## config.mk

```make
export PLATFORM = sky130hd
export DESIGN_NAME = sdr_scl_duty_and_stall_control
export DESIGN_NICKNAME = d
export VERILOG_FILES = /design/src/scl_timing_pkg.sv /design/src/sdr_scl_duty_and_stall_control.sv
export VERILOG_INCLUDE_DIRS = /design/src
export SDC_FILE = /design/constraint.sdc
export NUM_CORES = 1
export LEC_CHECK = 0
export ABC_AREA = 1
export BUFFER_PORTS_ARGS = -buffer_cell sky130_fd_sc_hd__buf_2
export CORE_UTILIZATION = 55
export CTS_BUF_LIST = sky130_fd_sc_hd__clkbuf_8
export DETAILED_ROUTE_END_ITERATION = 6
export PLACE_DENSITY = 0.77
export SYNTH_ARGS = -nofsm -noshare
export SYNTH_HDL_FRONTEND = slang
export SYNTH_SLANG_ARGS = --single-unit
```

## constraint.sdc

```tcl
create_clock -name i_clk -period 3.6 [get_ports i_clk]
set_clock_uncertainty 0.15 [all_clocks]
set_input_delay 0.18 -clock i_clk [delete_from_list [all_inputs] [get_ports i_clk]]
set_output_delay 0.18 -clock i_clk [all_outputs]
set_load 0.01 [all_outputs]
```

## src/scl_timing_map.svh

```systemverilog
`ifndef SCL_TIMING_MAP_SVH
`define SCL_TIMING_MAP_SVH
// Clock rate in MHz
`define CLK_MHZ 50
// Mixed-bus high-time ceiling in ns, stays under the 50 ns legacy filter
`define MIXED_HIGH_MAX_NS 45
// General minimum SCL high time in ns
`define HIGH_MIN_NS 24
// Stall ceilings
`define STALL_SHORT_US 100
`define STALL_LONG_MS 15
// Cycle counts; longest times round down
`define MIXED_HIGH_MAX_CYC ((`MIXED_HIGH_MAX_NS * `CLK_MHZ) / 1000)
`define HIGH_MIN_CYC (((`HIGH_MIN_NS * `CLK_MHZ) + 999) / 1000)
`define STALL_SHORT_CYC (`STALL_SHORT_US * `CLK_MHZ)
`define STALL_LONG_CYC (`STALL_LONG_MS * 1000 * `CLK_MHZ)
// Fast-mode plus low/high floor in cycles (500 ns low, 260 ns high)
`define LEGACY_LOW_CYC 25
`define LEGACY_HIGH_CYC 13
`endif

```

## src/scl_timing_pkg.sv

```systemverilog
package scl_timing_pkg;
  typedef enum logic [1:0] {
    BUS_PURE = 2'b00,
    BUS_MIXED_FAST = 2'b01,
    BUS_MIXED_SLOW = 2'b10
  } bus_cfg_t;
  typedef enum logic [1:0] {
    ST_IDLE = 2'b00,
    ST_LOW = 2'b01,
    ST_HIGH = 2'b11,
    ST_STALL = 2'b10
  } scl_state_t;
  typedef enum logic [1:0] {
    STALL_ACK = 2'b00,
    STALL_PARITY = 2'b01,
    STALL_TBIT = 2'b10,
    STALL_DAA = 2'b11
  } stall_kind_t;
endpackage

```

## src/sdr_scl_duty_and_stall_control.sv

```systemverilog
`timescale 1ns/10ps
`include "scl_timing_map.svh"
// Behaviour
// - Bus is pure, mixed fast or mixed slow
// - Mixed slow bus uses legacy rates unless all legacy parts are the fast index class
// - Pure bus uses programmed timing, floored at the general minimum
// - Mixed fast: legacy slow, I3C short high
// - Mixed fast I3C high under ceiling
// - Rate lowered by stretching low time
// - Short high stays above general minimum
// - Stall only low, four bit positions
// - No stall beyond 15 ms
// - 100 us short stalls, 15 ms DAA
// - Stall only while requested, shortest possible
// - After stall, normal high timing resumes
// - Ack stall serves data, IBI, CCC readiness
// - Parity bit stall on write underrun
// - Transition bit stall on read overflow
// - First assigned-address bit stall allowed
module sdr_scl_duty_and_stall_control #(
  parameter int unsigned STALL_SHORT_CYCLES = `STALL_SHORT_CYC, // Short stall limit
  parameter int unsigned STALL_LONG_CYCLES = `STALL_LONG_CYC // DAA stall limit
) (
  input wire logic i_clk, // System clock, 50 MHz
  input wire logic i_sys_rst, // Synchronous reset, active high
  input wire logic [1:0] i_bus_cfg, // Bus configuration
  input wire logic [7:0] i_high_cycles, // Programmed SCL high count
  input wire logic [7:0] i_low_cycles, // Programmed SCL low count
  input wire logic i_legacy_msg, // Current message is to a legacy target
  input wire logic i_all_index1, // All legacy parts are the fast index class
  input wire logic i_run, // Keep clocking bits
  input wire logic i_stall_req, // Request to hold SCL low in this bit
  input wire logic [1:0] i_stall_kind, // Which bit position is current
  input wire logic i_stall_point, // Current bit is one of the stall points
  input wire logic i_scl_in, // Sensed SCL level from the pin
  output logic o_scl_oe, // High while SCL is pulled low
  output logic o_scl_out, // SCL drive value, always low
  output logic o_bit_tick, // One-cycle pulse on each SCL rise
  output logic o_stalling, // SCL held low by a stall
  output logic o_stall_timeout // Pulse when a stall was cut at its limit
);
  typedef struct packed {
    scl_timing_pkg::scl_state_t state; // Bit phase
    logic [23:0] cnt; // Cycles spent in the phase
    logic [7:0] len; // Length of the running phase
    logic [23:0] stall_cap; // Ceiling frozen when the stall began
    logic [1:0] sync; // Two-stage sampler of the sensed line
    logic short_high; // Running high pulse is a short one
    logic tick; // Release pulse
    logic timeout; // Stall cut pulse
  } state_t;

  // Registered state and its next value
  state_t cur;
  state_t next_cur;

  // Phase lengths for the current bus setup
  logic [7:0] eff_high;
  logic [7:0] eff_low;
  logic short_now;
  logic legacy_now;

  // Ceiling of a stall that would start now
  logic [23:0] stall_lim;

  // Phase-end decisions
  logic low_done;
  logic stall_take;
  logic stall_done;
  logic high_counting;
  logic high_done;

  // Timing summary, in clock cycles:
  // - low phase: exactly the clamped low count, SCL held low
  // - stall: the low phase goes on until the request drops or the ceiling nears
  // - short high: exactly the clamped high count, started at release
  // - other highs: the clamped high count of sensed-high cycles, so the rise time
  //   and the two-stage sampler only lengthen the pulse
  // A short high cannot wait for the sampler: two cycles of lag on top of the
  // two-cycle minimum would break the mixed-bus ceiling. Long, heavily loaded lines are a known
  // limit of short highs: the data line may not settle within them.

  // Clamp a count between a floor and a ceiling
  function automatic logic [7:0] clamp(input logic [7:0] v, input logic [7:0] lo,
                                       input logic [7:0] hi);
    clamp = (v < lo) ? lo : ((v > hi) ? hi : v);
  endfunction

  // Short high pulses are only for I3C traffic on a mixed fast bus
  function automatic logic is_short_high(input logic [1:0] cfg, input logic legacy);
    case (scl_timing_pkg::bus_cfg_t'(cfg))
      scl_timing_pkg::BUS_MIXED_FAST: begin
        is_short_high = !legacy;
      end
      default: begin
        is_short_high = 1'b0;
      end
    endcase
  endfunction

  // Legacy floors apply wherever a legacy part must see every pulse
  function automatic logic is_legacy_timing(input logic [1:0] cfg, input logic legacy,
                                            input logic idx1);
    case (scl_timing_pkg::bus_cfg_t'(cfg))
      scl_timing_pkg::BUS_PURE: begin
        is_legacy_timing = 1'b0;
      end
      scl_timing_pkg::BUS_MIXED_FAST: begin
        is_legacy_timing = legacy;
      end
      default: begin
        // Parts without a true filter see every pulse; only the fast class may skip it
        is_legacy_timing = !idx1;
      end
    endcase
  endfunction

  // Compare a running count, plus a margin, against a phase length
  function automatic logic reached(input logic [23:0] count, input logic [23:0] margin,
                                   input logic [23:0] limit);
    reached = (count + margin) >= limit;
  endfunction

  // Count up without wrapping; a wrapped count could hold a phase past its length
  function automatic logic [23:0] bump(input logic [23:0] count);
    if (count == 24'hff_ffff) begin
      bump = count;
    end else begin
      bump = count + 24'h00_0001;
    end
  endfunction

  // Ceiling for a stall at the given bit position
  function automatic logic [23:0] ceiling_for(input logic [1:0] kind);
    case (scl_timing_pkg::stall_kind_t'(kind))
      scl_timing_pkg::STALL_DAA: begin
        ceiling_for = 24'(STALL_LONG_CYCLES);
      end
      default: begin
        ceiling_for = 24'(STALL_SHORT_CYCLES);
      end
    endcase
  endfunction

  // Bus setups: pure, mixed fast, mixed slow; code 3 is read as mixed slow
  always_comb begin
    short_now = is_short_high(i_bus_cfg, i_legacy_msg);
    legacy_now = is_legacy_timing(i_bus_cfg, i_legacy_msg, i_all_index1);
  end

  // Pick high and low lengths; the requested counts are clamped, never refused
  always_comb begin
    if (short_now) begin
      // Short high hides I3C from the spike filter; rate set by low only
      eff_high = clamp(i_high_cycles, 8'(`HIGH_MIN_CYC),
                       8'(`MIXED_HIGH_MAX_CYC));
      eff_low = clamp(i_low_cycles, 8'(`HIGH_MIN_CYC), 8'hff);
    end else if (legacy_now) begin
      // Legacy parts need full Fm+ pulses on both halves
      eff_high = clamp(i_high_cycles, 8'(`LEGACY_HIGH_CYC), 8'hff);
      eff_low = clamp(i_low_cycles, 8'(`LEGACY_LOW_CYC), 8'hff);
    end else begin
      // Pure bus or fast-class legacy parts: programmed timing, floored at the general minimum
      eff_high = clamp(i_high_cycles, 8'(`HIGH_MIN_CYC), 8'hff);
      eff_low = clamp(i_low_cycles, 8'(`HIGH_MIN_CYC), 8'hff);
    end
  end

  // Stall ceilings, in clock cycles, by bit position:
  // - acknowledge, write parity and read transition bits: short ceiling
  // - first bit of an assigned dynamic address: long ceiling, also the absolute cap
  // The ceiling is frozen when the stall begins, so a position change while
  // stalled cannot lengthen it.
  always_comb begin
    stall_lim = ceiling_for(i_stall_kind);
  end

  // Phase-end decisions, apart from the state update
  always_comb begin
    low_done = reached(cur.cnt, 24'h00_0001, {16'h0000, cur.len});
    // Stall only at an allowed point, only while asked for
    stall_take = i_stall_req && i_stall_point;
    // Counter cuts the stall one cycle short of its ceiling
    stall_done = !i_stall_req || reached(cur.cnt, 24'h00_0002, cur.stall_cap);
    // Slow pulses wait for the sensed rise; short pulses cannot afford the lag
    high_counting = cur.sync[1] || cur.short_high;
    high_done = high_counting && reached(cur.cnt, 24'h00_0001, {16'h0000, cur.len});
  end

  // Phase walk: idle, then low and high in turn while running; low goes to stall
  // when a stall is taken. Gray codes keep each usual step to one bit.
  always_comb begin
    next_cur = cur;
    // Only the second sampler stage is read, so a metastable first stage stays local
    next_cur.sync = {cur.sync[0], i_scl_in};
    next_cur.tick = 1'b0;
    next_cur.timeout = 1'b0;
    case (cur.state)
      scl_timing_pkg::ST_IDLE: begin
        // Line released; wait for the next bit
        next_cur.cnt = 24'h00_0000;
        next_cur.short_high = 1'b0;
        if (i_run) begin
          next_cur.state = scl_timing_pkg::ST_LOW;
          next_cur.len = eff_low;
        end
      end
      scl_timing_pkg::ST_LOW: begin
        next_cur.cnt = bump(cur.cnt);
        if (low_done) begin
          next_cur.cnt = 24'h00_0000;
          if (stall_take) begin
            next_cur.state = scl_timing_pkg::ST_STALL;
            next_cur.stall_cap = stall_lim;
          end else begin
            // Release; the pulse kind is frozen so a setup change cannot stretch it
            next_cur.state = scl_timing_pkg::ST_HIGH;
            next_cur.len = eff_high;
            next_cur.short_high = short_now;
            next_cur.tick = 1'b1;
          end
        end
      end
      scl_timing_pkg::ST_STALL: begin
        // Line still held low against the ceiling frozen at entry
        next_cur.cnt = bump(cur.cnt);
        if (stall_done) begin
          // Released: the next rise follows normal high timing
          next_cur.timeout = i_stall_req;
          next_cur.state = scl_timing_pkg::ST_HIGH;
          next_cur.cnt = 24'h00_0000;
          next_cur.len = eff_high;
          next_cur.short_high = short_now;
          next_cur.tick = 1'b1;
        end
      end
      scl_timing_pkg::ST_HIGH: begin
        // Legacy targets never stretch, so the sensed rise only adds rise time
        if (high_counting) begin
          next_cur.cnt = bump(cur.cnt);
        end
        // Back to low only after the full high time
        if (high_done) begin
          next_cur.cnt = 24'h00_0000;
          next_cur.len = eff_low;
          next_cur.short_high = 1'b0;
          next_cur.state = i_run ? scl_timing_pkg::ST_LOW : scl_timing_pkg::ST_IDLE;
        end
      end
      default: begin
        next_cur.state = scl_timing_pkg::ST_IDLE;
      end
    endcase
  end

  // State register; every field resets to zero, which leaves SCL released
  always_ff @(posedge i_clk) begin
    if (i_sys_rst) begin
      cur <= '0;
    end else begin
      cur <= next_cur;
    end
  end

  // Output decode from the registered phase only, never from an input
  always_comb begin
    o_scl_oe = 1'b0;
    o_stalling = 1'b0;
    case (cur.state)
      scl_timing_pkg::ST_LOW: begin
        o_scl_oe = 1'b1;
      end
      scl_timing_pkg::ST_STALL: begin
        // A stall is only ever a held low
        o_scl_oe = 1'b1;
        o_stalling = 1'b1;
      end
      default: begin
        // Idle and high phases leave the line to the pull-up
        o_scl_oe = 1'b0;
        o_stalling = 1'b0;
      end
    endcase
  end

  // The line is open drain: the driven value is always low
  assign o_scl_out = 1'b0;
  // Pulses come straight from flip-flops
  assign o_bit_tick = cur.tick;
  assign o_stall_timeout = cur.timeout;
endmodule

```

==> reports/results.ini <==
[status]
status = completed

[synth]
synthCells = 648
synth-edff-count = 0
yosysTopAreaCell = dfxtp_1
netlist_top_cells_area = dfxtp_1 (21%), nand2_1 (19%), ha_1 (8.6%)
synth_top_area_frac = 0.214
synth_nets = 703
ys_types = 34
ys_warn_count = 0
netlist_area_um2 = 3930
async_flop_share = 0
syn_avg_cell_area_um2 = 6.06
synth_ff_type = dfxtp_1
ys_ff_latch = 42
seq_area_frac_synth = 0.214

[floorplanning]
die_area_um2 = 7490
core_um2 = 6830
pin_count = 33
fp.dieH_um = 86.5
rows = 30
die_w_um = 86.5
start_util = 0.575

[route]
vias_per_cell = 5.32
routed_wl_mm = 10.2
drcViolationCount = 0
wire_per_inst_um = 13.2
final_antenna_net_count = 0
drt_iter0_markers = 368
first_pass_iters = 5
routed-via-count = 4129

[timing]
rsz0062_at_grt = false
setup_violations = 0
final_hold_viol_count = 0
period_share = 0.904
fmax_ghz = 0.307
max_slew_margin = 0.547
tns_ns = 0
fin_hold_ws_ns = 0.0125
worst_slew_pin_slew_ns = 0.679
period_minus_slack_ns = 3.25
slew_violations = 0

[final_layout]
final_common_cell = nand2_1
nFillCells = 678
multi_input_area_um2 = 2710
regArea_um2 = 842
drive_gt1_frac = 0.128
stdcell_area_um2 = 4290
syn2layout_area_growth_pct = 9.17
layout_common_cells = nand2_1 (200), inv_1 (80), nor2_1 (76)
nNetsFinal = 735
antennaDiodeCount = 0

[clocking]
cts_root_buffer = clkbuf_8
clk_latency_ns = 0.30
cts_setup_buffers = 0
htree_levels = 2
clockBufferDepth = 2
cts_tree = yes
cts_buffers = 5
path_clk_slew_ns = 0.08
clock-sinks = 42

[power]
ir_drop_mv = 0.295
p_per_area_nw_per_um2 = 291
leakage_nw = 2.01

[critical_path]
crit_fanout = 24
worst_setup_path_start_kind = flip-flop
worst_ep_arrival_time_ns = 3.33
crit_type = reg -> reg
worstPathRequired_ns = 3.68
end_kind = flip-flop

[grt]
track_usage = 0.293
grt_pass1_vias = 3627
grt_max_degree = 33
antenna_found_initial = 0
grt_pass1_wl_mm = 17.2
grt-ovfl-total = 0

[min_path]
hp-class = in -> reg

[flow_run]
maxCapViolations = 0

[placement]
dpl-instance-area_um2 = 4190
gp_congestion = 0.927
io_buffers = 31
hpwl_mm = 7.95

layer usage:
metal / share of wire / global-route usage / vias up
li1: - / - / 2134
met5: 0 / 0 / -
met2: 0.45 / 0.481 / 139
met4: 0.021 / 0.0742 / 0
met1: 0.47 / 0.406 / 1838
met3: 0.064 / 0.0371 / 18
critical path, cell delays in order (launching register included):
cell,delay (ns)
dfxtp_2,0.43
ha_2,0.25
nand3_1,0.19
nor2_2,0.21
xnor2_1,0.15
inv_1,0.08
ha_1,0.29
a21oi_1,0.16
nand3_1,0.09
nor2_1,0.10
nand2_1,0.05
nor3_1,0.18
nand3_2,0.17
nand2_2,0.12
nand2_4,0.09
nand2_8,0.17
o211ai_1,0.14
a21oi_1,0.14
stage by stage:
stage,util,setup WS (ns),power (mW),cells
2_1_floorplan,-,0.676,0.865,648
6_report,0.628,0.347,1.25,776
4_1_cts,0.626,0.0712,1.25,776
3_3_place_gp,0.613,0.167,0.936,768
3_5_place_dp,0.613,0.147,0.947,768
5_1_grt,0.628,0.0350,1.34,776
registers in the layout, indices dropped and copies added, names as in the netlist:
signal	flops
o_bit_tick	1
cur	40
o_stall_timeout	1
Yosys cell counts (8+ instances only):
cell type	number
nor2_2	13
nand3_1	57
inv_1	79
a21oi_1	38
nand2_1	200
nor2_1	77
clkbuf_1	10
nand2_2	9
ha_1	27
o21ai_0	8
dfxtp_1	42
xor2_1	15
o211ai_1	20
cells by family after synthesis:
family / Yosys count / synth area share
other cells: 1 / 0.000954
xor+xnor: 20 / 0.0446
fa+ha+maj: 27 / 0.0860
flops: 42 / 0.214
buf+inv: 96 / 0.0996
simple gates: 390 / 0.447
compound gates: 72 / 0.108
worst paths after layout:
path	startpoint	end	slack, ns	cells past startpoint
worst max-delay path	cur[38]$_SDFFE_PP0P_	cur[58]$_SDFFE_PP0P_	0.35	17
worst min register to register	cur[3]$_SDFF_PP0_	cur[4]$_SDFF_PP0_	0.26	2
worst min-delay path	i_stall_req	o_stall_timeout$_SDFF_PP0_	0.01	3
worst max register to register	cur[38]$_SDFFE_PP0P_	cur[58]$_SDFFE_PP0P_	0.35	17
power by group:
part | internal (mW) | total [mW] | switching [mW] | leakage (nW)
Combinational | 0.139 | 0.434 | 0.294 | 1.63
Sequential | 0.500 | 0.512 | 0.0125 | 0.342
Clock | 0.131 | 0.302 | 0.171 | 0.0414
repair_timing:
action,in CTS,in global routing
hold buffers,1,0
gates resized for setup,0,4
hold endpoints to repair,1,0
setup endpoints to repair,0,36
final cells by class:
| cell class | count | area share |
|---|---|---|
| sequential | 42 | 0.196 |
| clock inverter | 2 | 0.00262 |
| tap | 96 | 0.0280 |
| inverter | 79 | 0.0691 |
| clock buffer | 5 | 0.0160 |
| multi-input combinational | 510 | 0.632 |
| timing repair buffer | 42 | 0.0560 |
No activity file was read; power rests on OpenSTA's default activity.
